`src/hdl/sar_adc_pkg.sv`:
```
package sar_adc_pkg;
	// Converter geometry
	localparam int DATA_W = 12;
	localparam int CH_N = 8;
	localparam int CH_W = 3;
	localparam int ADDR_W = 8;

	// Register byte offsets
	localparam logic [7:0] OFS_RESULT0 = 8'h00;
	localparam logic [7:0] OFS_CTRL = 8'h20;
	localparam logic [7:0] OFS_CHEN = 8'h24;
	localparam logic [7:0] OFS_CMP = 8'h28;
	localparam logic [7:0] OFS_STATUS = 8'h2C;
	localparam logic [7:0] OFS_MASK = 8'h30;

	// Control register fields
	localparam int CTRL_ENABLE = 0;
	localparam int CTRL_MODE_LO = 2;
	localparam int CTRL_DIFF = 4;
	localparam int CTRL_TRIG_EN = 5;
	localparam int CTRL_CMP_INT = 6;
	localparam int CTRL_START = 8;
	localparam int CTRL_CAL = 9;

	// Channel enable register fields
	localparam int CHEN_MASK_LO = 0;
	localparam int CHEN_SRC_LO = 8;

	// Result word fields
	localparam int RES_DATA_LO = 0;
	localparam int RES_OVR_BIT = 16;
	localparam int RES_VALID_BIT = 17;

	// Status and mask fields
	localparam int ST_DONE = 0;
	localparam int ST_MATCH = 1;
	localparam int ST_CAL = 2;
	localparam int ST_W = 3;
	localparam int ST_BUSY_BIT = 8;
	localparam int ST_CH_LO = 9;

	// Only channels 0..3 exist as differential pairs
	localparam logic [7:0] DIFF_CH_MASK = 8'h0F;

	// Reset values
	localparam logic [7:0] CHEN_RESET = 8'h00;
	localparam logic [11:0] CMP_RESET = 12'h000;
	localparam logic [2:0] MASK_RESET = 3'h0;

	// Operating modes; code 01 behaves as single
	typedef enum logic [1:0] {
		MODE_SINGLE = 2'b00,
		MODE_SCAN = 2'b10,
		MODE_CONT = 2'b11
	} adc_mode_e;

	// Channel 7 source selection
	typedef enum logic [1:0] {
		SRC_PIN = 2'b00,
		SRC_BANDGAP = 2'b01,
		SRC_TEMP = 2'b10,
		SRC_GND = 2'b11
	} ch7_src_e;

	// Sequencer states
	typedef enum logic [1:0] {
		SEQ_IDLE = 2'b00,
		SEQ_CONV = 2'b01,
		SEQ_CAL = 2'b10
	} seq_state_e;
endpackage

```
`src/hdl/result_store.sv`:
```
`timescale 1ns/10ps
// Per-channel result memory, registered read port
module result_store (
	input wire logic pclk,
	input wire logic presetn,
	input wire logic pclk_en,
	input wire logic wr_en,
	input wire logic [sar_adc_pkg::CH_W-1:0] wr_addr,
	input wire logic [sar_adc_pkg::DATA_W-1:0] wr_data,
	input wire logic [sar_adc_pkg::CH_W-1:0] rd_addr,
	output logic [sar_adc_pkg::DATA_W-1:0] rd_data
);
	// Whole memory plus read register
	typedef struct packed {
		logic [sar_adc_pkg::CH_N-1:0][sar_adc_pkg::DATA_W-1:0] mem;
		logic [sar_adc_pkg::DATA_W-1:0] rd;
	} store_s;

	store_s s;
	store_s next_s;

	// Read sees the old word when it hits a write; fine for polling
	always_comb begin
		next_s = s;
		next_s.rd = s.mem[rd_addr];
		if (wr_en) begin
			next_s.mem[wr_addr] = wr_data;
		end
	end

	// Frozen while the clock enable is low
	always_ff @(posedge pclk or negedge presetn) begin
		if (!presetn) begin
			s <= '0;
		end else if (pclk_en) begin
			s <= next_s;
		end
	end

	assign rd_data = s.rd;
endmodule

```
`src/hdl/channel_pick.sv`:
```
`timescale 1ns/10ps
// Finds lowest enabled channel at or above a start index
module channel_pick (
	input wire logic [sar_adc_pkg::CH_N-1:0] en,
	input wire logic [sar_adc_pkg::CH_W:0] from,
	output logic found,
	output logic [sar_adc_pkg::CH_W-1:0] ch
);
	logic [sar_adc_pkg::CH_N-1:0] elig; // Enabled and not below start

	genvar i;
	generate
		for (i = 0; i < sar_adc_pkg::CH_N; i++) begin : g_elig
			assign elig[i] = en[i] && (4'(i) >= from);
		end
	endgenerate

	// Scan downward so the lowest eligible index wins
	always_comb begin
		found = 1'b0;
		ch = '0;
		for (int k = sar_adc_pkg::CH_N - 1; k >= 0; k--) begin
			if (elig[k]) begin
				found = 1'b1;
				ch = 3'(k);
			end
		end
	end
endmodule

```
`src/hdl/sar_adc_sequencer.sv`:
```
`timescale 1ns/10ps
// Summary of operation
// - Twelve-bit results, eight channels, one converter
// - Software picks single, scan or continuous mode
// - Single mode: one conversion, then stop
// - Scan: each enabled channel once, ascending
// - Continuous: repeat scans until software stops
// - Writing one to start bit begins sequence
// - External trigger pin edge also starts
// - Per-channel result with valid and overrun
// - Compare match raises interrupt when enabled
// - Channel 7 selects one of four sources
// - Eight single-ended or four differential channels
// - Software-invoked self-calibration
module sar_adc_sequencer (
	input wire logic pclk,
	input wire logic presetn,
	input wire logic pclk_en,
	input wire logic psel,
	input wire logic penable,
	input wire logic pwrite,
	input wire logic [sar_adc_pkg::ADDR_W-1:0] paddr,
	input wire logic [31:0] pwdata,
	output logic [31:0] prdata,
	output logic pready,
	output logic pslverr,
	output logic irq,
	input wire logic external_trigger_pin,
	output logic core_power,
	output logic core_start,
	output logic core_cal_start,
	output logic [sar_adc_pkg::CH_W-1:0] core_channel,
	output logic core_diff,
	output logic [1:0] core_ch7_src,
	input wire logic core_done,
	input wire logic core_cal_done,
	input wire logic [sar_adc_pkg::DATA_W-1:0] core_result
);
	// One packed record holds every flop of the block except the result memory in u_store, so the
	// whole state moves or freezes together with the clock enable
	// All block state
	typedef struct packed {
		logic enable; // Converter powered
		logic [1:0] mode; // Operating mode code
		logic diff; // Differential pairs
		logic trig_en; // Pin trigger allowed
		logic cmp_int; // Compare match reporting
		logic start; // Conversion start bit
		logic cal; // Calibration request
		logic [7:0] chen; // Channel enables
		logic [1:0] ch7_src; // Channel 7 source
		logic [11:0] cmp_val; // Compare value
		logic [2:0] status; // Sticky events
		logic [2:0] mask; // Interrupt mask
		logic [7:0] valid; // Per-channel valid
		logic [7:0] overrun; // Per-channel overrun
		sar_adc_pkg::seq_state_e state; // Sequencer state
		logic [2:0] ch; // Channel in conversion
		logic core_start; // Start pulse to core
		logic cal_start; // Calibration pulse
		logic trig_prev; // Pin level last cycle
		logic acc_wait; // Access phase seen once
		logic [31:0] prdata; // Read data register
	} state_s;

	state_s s;
	state_s next_s;

	// Combinational helpers
	logic [7:0] eff_en; // Channels usable in this mode
	logic [3:0] next_from; // Search start after current
	logic first_found; // Some channel enabled
	logic [2:0] first_ch; // Lowest enabled channel
	logic next_found; // Higher channel remains
	logic [2:0] next_ch; // Next channel upward
	logic [11:0] mem_rd; // Stored result for read
	logic mem_wr; // Result write strobe
	logic acc_first; // First access cycle
	logic acc_done; // Transfer completes this edge
	logic wr; // Register write taken
	logic rd; // Register read taken
	logic [7:0] val_set; // Valid flags to set
	logic [7:0] val_clr; // Valid flags read off
	logic [7:0] ovr_set; // Overrun flags to set
	logic [2:0] st_set; // Status events this cycle
	logic is_scan; // Scan or continuous mode

	// Address decoding, shared by read mux, writes and refusal
	// Exact word match
	function automatic logic hit(input logic [7:0] a, input logic [7:0] ofs);
		return a == ofs;
	endfunction

	// Result words sit below the control register
	function automatic logic is_result(input logic [7:0] a);
		return (a < sar_adc_pkg::OFS_CTRL) && (a[1:0] == 2'h0);
	endfunction

	// Any decoded register
	function automatic logic mapped(input logic [7:0] a);
		return is_result(a) || hit(a, sar_adc_pkg::OFS_CTRL) ||
			hit(a, sar_adc_pkg::OFS_CHEN) || hit(a, sar_adc_pkg::OFS_CMP) ||
			hit(a, sar_adc_pkg::OFS_STATUS) || hit(a, sar_adc_pkg::OFS_MASK);
	endfunction

	// Differential mode hides the upper four channels
	// Upper enables are kept, so leaving the mode restores them
	assign eff_en = s.diff ? (s.chen & sar_adc_pkg::DIFF_CH_MASK) :
		s.chen;
	// Four bits so channel seven plus one does not wrap to zero
	assign next_from = {1'b0, s.ch} + 4'h1;
	assign is_scan = (s.mode == sar_adc_pkg::MODE_SCAN) ||
		(s.mode == sar_adc_pkg::MODE_CONT);

	// Lowest enabled channel, where every sequence begins
	// Searching from zero serves both a fresh start and a wrap
	channel_pick u_first (
		.en(eff_en),
		.from(4'h0),
		.found(first_found),
		.ch(first_ch)
	);

	// Next higher enabled channel during a scan
	// A start index of eight finds nothing, which ends the scan
	channel_pick u_next (
		.en(eff_en),
		.from(next_from),
		.found(next_found),
		.ch(next_ch)
	);

	// Results stored per channel
	// Only accepted while a conversion is owed; strays are ignored
	assign mem_wr = (s.state == sar_adc_pkg::SEQ_CONV) && core_done;
	result_store u_store (
		.pclk(pclk),
		.presetn(presetn),
		.pclk_en(pclk_en),
		.wr_en(mem_wr),
		.wr_addr(s.ch),
		.wr_data(core_result),
		.rd_addr(paddr[4:2]),
		.rd_data(mem_rd)
	);

	// One wait state: data registered in the first access cycle
	// The extra cycle lets the result memory register its word
	// A low clock enable also holds pready low, stretching access
	assign acc_first = psel && penable && !s.acc_wait;
	assign acc_done = psel && penable && s.acc_wait && pclk_en;
	assign wr = acc_done && pwrite;
	assign rd = acc_done && !pwrite;

	// Next state of everything
	// Pulses default low; other fields hold unless changed below
	always_comb begin
		next_s = s;
		next_s.core_start = 1'b0;
		next_s.cal_start = 1'b0;
		next_s.trig_prev = external_trigger_pin;
		val_set = '0;
		val_clr = '0;
		ovr_set = '0;
		st_set = '0;

		// Read data captured one cycle before pready
		if (acc_first) begin
			next_s.acc_wait = 1'b1;
			next_s.prdata = '0;
			// Unmapped reads fall through and return zero
			if (is_result(paddr)) begin
				next_s.prdata[sar_adc_pkg::RES_DATA_LO +: 12] = mem_rd;
				next_s.prdata[sar_adc_pkg::RES_OVR_BIT] = s.overrun[paddr[4:2]];
				next_s.prdata[sar_adc_pkg::RES_VALID_BIT] = s.valid[paddr[4:2]];
			end else if (hit(paddr, sar_adc_pkg::OFS_CTRL)) begin
				next_s.prdata[sar_adc_pkg::CTRL_ENABLE] = s.enable;
				next_s.prdata[sar_adc_pkg::CTRL_MODE_LO +: 2] = s.mode;
				next_s.prdata[sar_adc_pkg::CTRL_DIFF] = s.diff;
				next_s.prdata[sar_adc_pkg::CTRL_TRIG_EN] = s.trig_en;
				next_s.prdata[sar_adc_pkg::CTRL_CMP_INT] = s.cmp_int;
				next_s.prdata[sar_adc_pkg::CTRL_START] = s.start;
				next_s.prdata[sar_adc_pkg::CTRL_CAL] = s.cal;
			end else if (hit(paddr, sar_adc_pkg::OFS_CHEN)) begin
				next_s.prdata[sar_adc_pkg::CHEN_MASK_LO +: 8] = s.chen;
				next_s.prdata[sar_adc_pkg::CHEN_SRC_LO +: 2] = s.ch7_src;
			end else if (hit(paddr, sar_adc_pkg::OFS_CMP)) begin
				next_s.prdata[11:0] = s.cmp_val;
			end else if (hit(paddr, sar_adc_pkg::OFS_STATUS)) begin
				next_s.prdata[sar_adc_pkg::ST_W-1:0] = s.status;
				next_s.prdata[sar_adc_pkg::ST_BUSY_BIT] =
					(s.state != sar_adc_pkg::SEQ_IDLE);
				next_s.prdata[sar_adc_pkg::ST_CH_LO +: 3] = s.ch;
			end else if (hit(paddr, sar_adc_pkg::OFS_MASK)) begin
				next_s.prdata[sar_adc_pkg::ST_W-1:0] = s.mask;
			end
		end
		if (acc_done) begin
			next_s.acc_wait = 1'b0;
		end

		// Reading a result retires its flags
		// Overrun goes with valid, so one read leaves the channel clean
		if (rd && is_result(paddr)) begin
			val_clr[paddr[4:2]] = 1'b1;
		end

		// Sequencer
		// Idle waits for a request; conversion and calibration
		// own the core until it reports back
		case (s.state)
			sar_adc_pkg::SEQ_IDLE: begin
				// Calibration takes precedence over a pending start
				if (s.cal && s.enable) begin
					next_s.cal_start = 1'b1;
					next_s.state = sar_adc_pkg::SEQ_CAL;
				end else if (s.start && s.enable) begin
					if (first_found) begin
						next_s.ch = first_ch;
						next_s.core_start = 1'b1;
						next_s.state = sar_adc_pkg::SEQ_CONV;
					end else begin
						// Nothing enabled: end at once
						next_s.start = 1'b0;
					end
				end
			end
			sar_adc_pkg::SEQ_CONV: begin
				if (core_done) begin
					val_set[s.ch] = 1'b1;
					// Unread result overwritten
					ovr_set[s.ch] = s.valid[s.ch] && !val_clr[s.ch];
					if (s.cmp_int && (core_result == s.cmp_val)) begin
						st_set[sar_adc_pkg::ST_MATCH] = 1'b1;
					end
					// Scan step first, then wrap, otherwise finish
					if (is_scan && s.start && next_found) begin
						next_s.ch = next_ch;
						next_s.core_start = 1'b1;
					end else if ((s.mode == sar_adc_pkg::MODE_CONT) &&
						s.start && s.enable && first_found) begin
						// Wrap to lowest channel with no idle gap
						next_s.ch = first_ch;
						next_s.core_start = 1'b1;
					end else begin
						// Single, end of scan, or software halt
						next_s.start = 1'b0;
						st_set[sar_adc_pkg::ST_DONE] = 1'b1;
						next_s.state = sar_adc_pkg::SEQ_IDLE;
					end
				end
			end
			sar_adc_pkg::SEQ_CAL: begin
				if (core_cal_done) begin
					// Trim stays inside the core; only the event is kept
					next_s.cal = 1'b0;
					st_set[sar_adc_pkg::ST_CAL] = 1'b1;
					next_s.state = sar_adc_pkg::SEQ_IDLE;
				end
			end
			default: begin
				// Unused code: recover to idle
				next_s.state = sar_adc_pkg::SEQ_IDLE;
			end
		endcase

		// Software writes come after the sequencer so a fresh start wins
		// A mode change mid-sequence takes effect at the next done
		if (wr && hit(paddr, sar_adc_pkg::OFS_CTRL)) begin
			next_s.enable = pwdata[sar_adc_pkg::CTRL_ENABLE];
			next_s.mode = pwdata[sar_adc_pkg::CTRL_MODE_LO +: 2];
			next_s.diff = pwdata[sar_adc_pkg::CTRL_DIFF];
			next_s.trig_en = pwdata[sar_adc_pkg::CTRL_TRIG_EN];
			next_s.cmp_int = pwdata[sar_adc_pkg::CTRL_CMP_INT];
			next_s.start = pwdata[sar_adc_pkg::CTRL_START];
			// Calibration cannot be cancelled once asked for
			next_s.cal = s.cal | pwdata[sar_adc_pkg::CTRL_CAL];
		end
		// New enables apply from the next channel search onward
		if (wr && hit(paddr, sar_adc_pkg::OFS_CHEN)) begin
			next_s.chen = pwdata[sar_adc_pkg::CHEN_MASK_LO +: 8];
			next_s.ch7_src = pwdata[sar_adc_pkg::CHEN_SRC_LO +: 2];
		end
		// Compare value is used from the next result on
		if (wr && hit(paddr, sar_adc_pkg::OFS_CMP)) begin
			next_s.cmp_val = pwdata[11:0];
		end
		// Mask gates only the interrupt, never the status bits
		if (wr && hit(paddr, sar_adc_pkg::OFS_MASK)) begin
			next_s.mask = pwdata[sar_adc_pkg::ST_W-1:0];
		end

		// Rising edge on the trigger pin acts as a start write
		// Pin taken as synchronous; a level held high starts once
		if (s.enable && s.trig_en && external_trigger_pin && !s.trig_prev) begin
			next_s.start = 1'b1;
		end

		// Write-one-to-clear; a new event in the same cycle survives
		next_s.status = s.status;
		if (wr && hit(paddr, sar_adc_pkg::OFS_STATUS)) begin
			next_s.status = s.status & ~pwdata[sar_adc_pkg::ST_W-1:0];
		end
		next_s.status = next_s.status | st_set;

		// Set wins over a read in the same cycle
		next_s.valid = (s.valid & ~val_clr) | val_set;
		next_s.overrun = (s.overrun & ~val_clr) | ovr_set;
	end

	// State register; nothing moves while the clock enable is low
	// Reset gives idle, flags clear and the core powered down
	always_ff @(posedge pclk or negedge presetn) begin
		if (!presetn) begin
			s <= '0;
			s.chen <= sar_adc_pkg::CHEN_RESET;
			s.cmp_val <= sar_adc_pkg::CMP_RESET;
			s.mask <= sar_adc_pkg::MASK_RESET;
			s.state <= sar_adc_pkg::SEQ_IDLE;
		end else if (pclk_en) begin
			s <= next_s;
		end
	end

	// Bus answer; pready held off while frozen so no write is lost
	// Refusal rides on the same cycle as the answer
	assign prdata = s.prdata;
	assign pready = s.acc_wait && pclk_en;
	assign pslverr = s.acc_wait && pclk_en && !mapped(paddr);

	// Level interrupt from unmasked sticky events
	// Stays high until software clears the status bit or masks it
	assign irq = |(s.status & s.mask);

	// Converter core controls, all registered
	// Registered so the core never sees a decode glitch
	assign core_power = s.enable;
	assign core_start = s.core_start;
	assign core_cal_start = s.cal_start;
	assign core_channel = s.ch;
	assign core_diff = s.diff;
	assign core_ch7_src = s.ch7_src;
endmodule

```
`config.mk`:
```
export PLATFORM = sky130hd
export DESIGN_NAME = sar_adc_sequencer
export DESIGN_NICKNAME = d
export VERILOG_FILES = /design/src/hdl/sar_adc_pkg.sv /design/src/hdl/result_store.sv /design/src/hdl/channel_pick.sv /design/src/hdl/sar_adc_sequencer.sv
export SDC_FILE = /design/constraint.sdc
export NUM_CORES = 1
export LEC_CHECK = 0
export BUFFER_PORTS_ARGS = -buffer_cell sky130_fd_sc_hd__buf_4
export CORE_ASPECT_RATIO = 0.8
export CORE_MARGIN = 3
export CORE_UTILIZATION = 45
export DETAILED_ROUTE_END_ITERATION = 12
export PLACE_DENSITY = 0.6
export SYNTH_ARGS = -nofsm -noshare
export SYNTH_HDL_FRONTEND = slang
export SYNTH_SLANG_ARGS = --single-unit
export TNS_END_PERCENT = 100
```
`constraint.sdc`:
```
create_clock -name pclk -period 5.9 [get_ports pclk]
set_clock_uncertainty 0.05 [all_clocks]
set_input_delay 0.295 -clock pclk [delete_from_list [all_inputs] [get_ports pclk]]
set_output_delay 0.295 -clock pclk [all_outputs]
set_load 0.02 [all_outputs]
```
==> run_results.csv, run 1 <==
group,metric,value,unit
run_status,status,"finished clean",
cells_and_area,drive_gt1_share,31.8,%
grt,met3_usage,5.74,%
die,die_area,22600,sq um
placed_design,dp_cells,1059,
critical_path,end_kind,"flip-flop",
routing,ant_nets,0,
grt,grt_util_met1,32.7,%
synthesis,yosysSeqAreaShare,48.9,%
critical_path,crit_path_start_kind,"flip-flop",
sta,worst_slew_pin_slew,1.10,ns
synthesis,yosysTopAreaCell,"dfrtp_1",
synthesis,yosys_register_bits,183,
clock_tree,clock_sinks,183,
clock_tree,cts_tree,"done",
grt,antenna_found_initial,0,
sta,fmaxAchievable,283,MHz
clock_tree,htreeDepth,4,
placed_design,dp_hpwl,16800,microns
cells_and_area,instances_no_fill,1090,
placed_design,routabilityCongestion,0.917,
critical_path,cp_max_fo,17,
routing,wire_per_inst,22.3,microns
clock_tree,post_cts_buffers,0,
routing,vias,6402,
grt,gr-total-overflow,0,
grt,grt_util_met2,33.4,%
routing,firstDrtPassIters,5,
sta,setup_viol,0,
sta,post-route-min-period,3.54,ns
placed_design,port_buffers,66,
critical_path,criticalPathCategory,"reg -> reg",
sta,rsz0062_at_grt,"no",
pwr,peakVddDrop,0.200,mV
sta,hold_viol,0,
sta,tns,0,ns
grt,top_usage_layer,"met2",
critical_path,required,6.16,ns
pwr,p_leak,4.84,nW
pwr,power_density,271,nW/um^2
routing,drt_wl_total,24300,microns
die,initial_core_util,46.5,%
clock_tree,clk_latency,0.42,ns
clock_tree,cts_buffer_depth,2,
die,core,20100,sq um
die,die_h,135,microns
critical_path,rrSetupSlack,2.36,ns
cells_and_area,syn2layout_area_growth,10.7,%
sta,slew_viol_final,0,
die,io_pins,105,
clock_tree,cts.clk_slew.worst_paths,0.07,ns
routing,drc,0,
synthesis,synth_top_area_share,48.9,%
sta,period_share,60.0,%
synthesis,yosysUniqueCellTypes,66,
die,rows,46,
critical_path,crit_arrival,3.80,ns
hold_path,hp-class,"in -> reg",
clock_tree,cts-root-buf,"clkbuf_16",
synthesis,synth_flop_cell,"dfrtp_1",
synthesis,syn_avg_cell_area,11.7,sq um
cells_and_area,final_net_count,880,
synthesis,netlist_area,9370,sq um
synthesis,synth-edff-count,0,
synthesis,yosys-top-cells-area,"dfrtp_1 (49%), mux2_2 (15%), mux4_2 (7.0%), nand2_1 (3.4%), buf_4 (3.0%)",
routing,drtIter0Drc,537,
synthesis,synthCells,803,
routing,post_drt_via_cell_ratio,5.87,
job,maxCapViolCount,0,
die,die_x,167,microns
sta,relSlewSlack,26.5,%
grt,grt_pass1_wl,38400,microns
grt,grt_max_degree,83,
synthesis,ys_warn_count,0,
synthesis,async_flop_share,100,%
grt,grtUsageTotal,22.1,%
clock_tree,cts_buffers,17,
grt,grt_pass1_vias,6436,
cells_and_area,antenna_cells,0,
==> per-layer routing <==
layer / up-vias / part of all wire, % / wire length, microns
met5: - / 0 / 0
met4: 0 / 0.78 / 190
met3: 18 / 7.4 / 1810
met2: 240 / 45 / 10900
met1: 3287 / 47 / 11500
li1: 2857 / - / -
==> worst paths after layout <==
path / cells after the start / startpoint / to
max: 8 / core_channel[0]$_DFFE_PN0P_ / core_channel[1]$_DFFE_PN0P_
min: 3 / pwdata[6] / s[87]$_DFFE_PN0P_
max reg2reg: 8 / core_channel[0]$_DFFE_PN0P_ / core_channel[1]$_DFFE_PN0P_
min reg2reg: 2 / s[47]$_DFFE_PN0P_ / s[47]$_DFFE_PN0P_
max in group asynchronous: 3 / presetn / s[39]$_DFFE_PN0P_
min in group asynchronous: 2 / presetn / prdata[4]$_DFFE_PN0P_
==> critical path: stages (launching register included) <==
cell      delay, ns
dfrtp_1        0.81
inv_1          0.32
ha_1           0.46
a22o_1         0.22
o211a_1        0.22
a211o_1        0.33
o211ai_1       0.51
a21oi_1        0.20
mux2_2         0.31
==> cells in the mapped netlist (3+ instances only) <==
cell	count
dfrtp_1	183
nor2b_1	10
and2_1	4
mux4_2	29
inv_1	16
a221oi_1	5
buf_4	38
a21o_1	4
a21oi_1	24
nand2_1	86
buf_1	15
clkbuf_1	33
nor3_1	9
buf_6	3
o22a_1	3
o211ai_1	6
nand4_1	8
or3_1	4
a22o_1	3
xnor2_1	15
a211oi_1	4
a31oi_1	6
nor4_1	4
o21ai_0	34
a22oi_1	4
o31ai_1	4
nand2b_1	3
o22ai_1	4
nand3_1	6
nor2_1	35
mux2i_1	28
ha_1	4
buf_2	5
mux2_2	125
==> flip-flops by register name, indices dropped and copies added, names as in the netlist <==
register / flops
s: 52
prdata: 14
u_store.rd_data: 12
u_store.s: 96
core_diff: 1
core_ch7_src: 2
core_cal_start: 1
core_start: 1
core_power: 1
core_channel: 3
==> layout by cell type, fill, tap and decap left out, drive strengths merged, types with 5 or more instances in the layout <==
master | netlist | routed
a21oi | 24 | 24
a221oi | 5 | 5
a31oi | 6 | 6
buf | 61 | 69
clkbuf | 33 | 21
conb | 1 | 18
dfrtp | 183 | 183
inv | 16 | 19
mux2 | 125 | 125
mux2i | 28 | 28
mux4 | 29 | 29
nand2 | 86 | 86
nand3 | 6 | 6
nand4 | 8 | 8
nor2 | 37 | 37
nor2b | 10 | 10
nor3 | 9 | 9
o211ai | 6 | 6
o21ai | 36 | 36
xnor2 | 15 | 15
==> stage by stage <==
| step | total power [W] | util, % | hold slack, ns | area (sq um) | worst slack, ns |
|---|---|---|---|---|---|
| after floorplan | 0.00158 | - | -0.0506 | 9430 | 3.40 |
| after global placement | 0.00167 | 48.5 | 0.316 | 9780 | 2.45 |
| after detailed placement | 0.00169 | 48.5 | 0.335 | 9780 | 2.42 |
| after CTS | 0.00283 | 51.5 | 0.0172 | 10400 | 2.40 |
| after global routing | 0.00292 | 51.5 | 0.0347 | 10400 | 2.10 |
| final | 0.00281 | 51.5 | 0.0245 | 10400 | 2.36 |
==> logic make-up after synthesis <==
family | Yosys count | share of synthesized area [%]
buffers and inverters | 110 | 6.24
AND/OR/NAND/NOR | 187 | 9.44
adder cells (fa/ha/maj) | 4 | 0.534
multiplexers | 182 | 25.0
flip-flops | 183 | 48.9
AO/OA/AOI/OAI | 121 | 8.46
other | 1 | 0.0400
XOR/XNOR | 15 | 1.40
==> power by group <==
| group | internal (W) | leakage [nW] | switching, W | total, W |
|---|---|---|---|---|
| Combinational | 0.000132 | 2.06 | 0.000160 | 0.000292 |
| Sequential | 0.00133 | 2.50 | 0.0000474 | 0.00137 |
| Clock | 0.000658 | 0.282 | 0.000488 | 0.00115 |
==> cell type report <==
class,count,area (sq um)
clock buffers,21,470
multi-input cells,527,4290
inverters,16,60.1
fillers,1735,9770
clock inverters,9,115
flip-flops and latches,183,4580
well taps,264,330
repair buffers,70,532
==> repair_timing <==
item / in CTS / in global routing
setup endpoints to repair: 0 / 0
gates resized for setup: 0 / 0
endpoints found under the hold margin: 80 / 0
hold buffers: 1 / 0
(Power assumes the default switching activity.)
==> run 2: changes to the inputs <==
PLACE_DENSITY = 0.62   (was 0.6)
clock period = 3 ns   (was 5.9 ns; I/O delays follow)
==> run 2 against run 1 <==
Sequential share of layout area decreased by 2.0 points. Via count increased by 2.3%. Critical path depth increased by 2. Sequential power increased by 97%. Core utilization increased by 2.5 points. Wire length decreased by 1.7%. Maximum frequency increased by 31%. Clock-buffer cell count decreased by 3. Largest power group unchanged. Highest routed layer unchanged.
==> run_results.csv, run 2 (synthesized netlist as in run 1, its figures left out) <==
group,metric,value,unit
cells_and_area,largest_reg_flops,96,
critical_path,reg2reg_depth,10,
clock_tree,htreeDepth,4,
pwr,peakVddDrop,0.438,mV
clock_tree,cts_resized,0,
job,maxCapViolCount,0,
routing,post_drt_via_cell_ratio,5.74,
grt,grtUsageTotal,21.6,%
placed_design,dp_hpwl,16500,microns
die,die_h,135,microns
clock_tree,cts_buffer_depth,2,
critical_path,required,3.29,ns
sta,fmaxAchievable,370,MHz
cells_and_area,top_register,"u_store.s",
die,io_pins,105,
cells_and_area,final_net_count,929,
critical_path,criticalPathCategory,"reg -> reg",
routing,drt_wl_total,23900,microns
grt,grt_pass1_vias,6571,
sta,tns,0,ns
clock_tree,cts-root-buf,"clkbuf_16",
run_status,status,"finished clean",
sta,worst_slew_pin_slew,0.764,ns
sta,post-route-min-period,2.70,ns
grt,gr-total-overflow,0,
routing,drtIter0Drc,600,
critical_path,crit_path_start_kind,"flip-flop",
clock_tree,clock_sinks,183,
die,initial_core_util,46.5,%
critical_path,rrSetupSlack,0.30,ns
sta,slew_viol_final,0,
critical_path,end_kind,"flip-flop",
cells_and_area,final_common_cell,"dfrtp_1",
placed_design,routabilityCongestion,0.913,
critical_path,cp_max_fo,9,
routing,vias,6552,
cells_and_area,drive_gt1_share,32.5,%
placed_design,port_buffers,66,
die,rows,46,
critical_path,r2r-end,"s[86]$_DFFE_PN0P_",
pwr,p_leak,5.10,nW
cells_and_area,antenna_cells,0,
critical_path,cp-startpoint,"core_channel[0]$_DFFE_PN0P_",
routing,firstDrtPassIters,5,
critical_path,endpoint,"s[86]$_DFFE_PN0P_",
sta,relSlewSlack,48.9,%
grt,grt_max_degree,99,
routing,ant_nets,0,
placed_design,dpl_cell_area,9920,sq um
cells_and_area,final_cell_mix,"dfrtp_1 (183), mux2_2 (125), nand2_1 (86), buf_4 (86), nor2_1 (35)",
routing,wire_per_inst,21.0,microns
critical_path,crit_arrival,2.99,ns
clock_tree,clk_latency,0.44,ns
pwr,power_density,523,nW/um^2
die,die_x,167,microns
die,core,20100,sq um
grt,grt_pass1_wl,37500,microns
sta,period_share,90.1,%
hold_path,hp-class,"in -> reg",
clock_tree,cts.clk_slew.worst_paths,0.07,ns
sta,rsz0062_at_grt,"no",
clock_tree,cts_buffers,17,
routing,drc,0,
sta,setup_viol,0,
die,die_area,22600,sq um
cells_and_area,stdcell_area,10900,sq um
clock_tree,cts_tree,"done",
hold_path,holdPathStages,2,
pwr,power.total,0.00569,W
sta,hold_viol,0,
critical_path,r2r_start,"core_channel[0]$_DFFE_PN0P_",
cells_and_area,syn2layout_area_growth,16.1,%
grt,antenna_found_initial,0,
## run 2: cell count changes in the layout (fill, tap and decap cells not counted), moves of 2 or more
cell and change:
buf_12 +2, buf_4 +18, clkbuf_8 -2, clkinv_4 +6, clkinvlp_4 -2, dlygate4sd3_1 +29
inv_8 +2
## run 2: per-layer routing
layer,global-route usage (%),up-vias,share of wire (%)
met2,32.6,232,44
li1,-,2949,-
met3,4.16,31,6.4
met1,32.3,3340,48
met4,6.00,0,1.6
met5,0,-,0
## run 2: worst max-delay path, stage by stage (launching register included)
cell and delay [ns]:
dfrtp_1 0.50, inv_1 0.16, ha_1 0.38, a22o_1 0.22, o211a_1 0.24, a211o_1 0.32
o211ai_1 0.18, buf_4 0.16, buf_4 0.11, o31ai_1 0.07, a31o_1 0.22
## run 2: metrics by stage
| stage | hold WS (ns) | setup slack, ns | std cells | util, % |
|---|---|---|---|---|
| after global placement | 0.152 | 0.221 | 1076 | 49.2 |
| after global routing | 0.0172 | 0.147 | 1141 | 54.0 |
| final | 0.0390 | 0.298 | 1141 | 54.0 |
| after floorplan | -0.196 | 0.503 | 820 | - |
| after detailed placement | 0.168 | 0.158 | 1076 | 49.2 |
| after CTS | 0.0164 | 0.135 | 1138 | 53.9 |
## run 2: worst min path at each step
stage	start	endpoint	slack [ns]
floorplan	presetn	core_cal_start$_DFFE_PN0P_	-0.20
global placement	presetn	prdata[3]$_DFFE_PN0P_	0.15
detailed placement	presetn	prdata[3]$_DFFE_PN0P_	0.17
CTS	core_result[0]	u_store.s[48]$_DFFE_PN0P_	0.02
global route	core_result[0]	u_store.s[24]$_DFFE_PN0P_	0.02
finish	core_result[0]	u_store.s[12]$_DFFE_PN0P_	0.04
## run 2: area by class of cell
cell class | count | area [sq um]
Clock buffer | 18 | 439
Clock inverter | 14 | 191
Fill cell | 1709 | 9270
Inverter | 16 | 60.1
Multi-Input combinational cell | 527 | 4280
Sequential cell | 183 | 4580
Tap cell | 264 | 330
Timing Repair Buffer | 119 | 997
## run 2: power breakdown
| part | internal [W] | total [W] | switching, W |
|---|---|---|---|
| logic | 0.000292 | 0.000609 | 0.000318 |
| registers | 0.00261 | 0.00270 | 0.0000923 |
| clock network | 0.00136 | 0.00238 | 0.00102 |
| total | 0.00426 | 0.00569 | 0.00143 |
## run 2: what timing repair did
item | 4_1_cts | 5_1_grt
hold endpoints to repair | 308 | 0
endpoints found under the setup margin | 0 | 2
buffers inserted | 0 | 3
hold buffers | 30 | 0
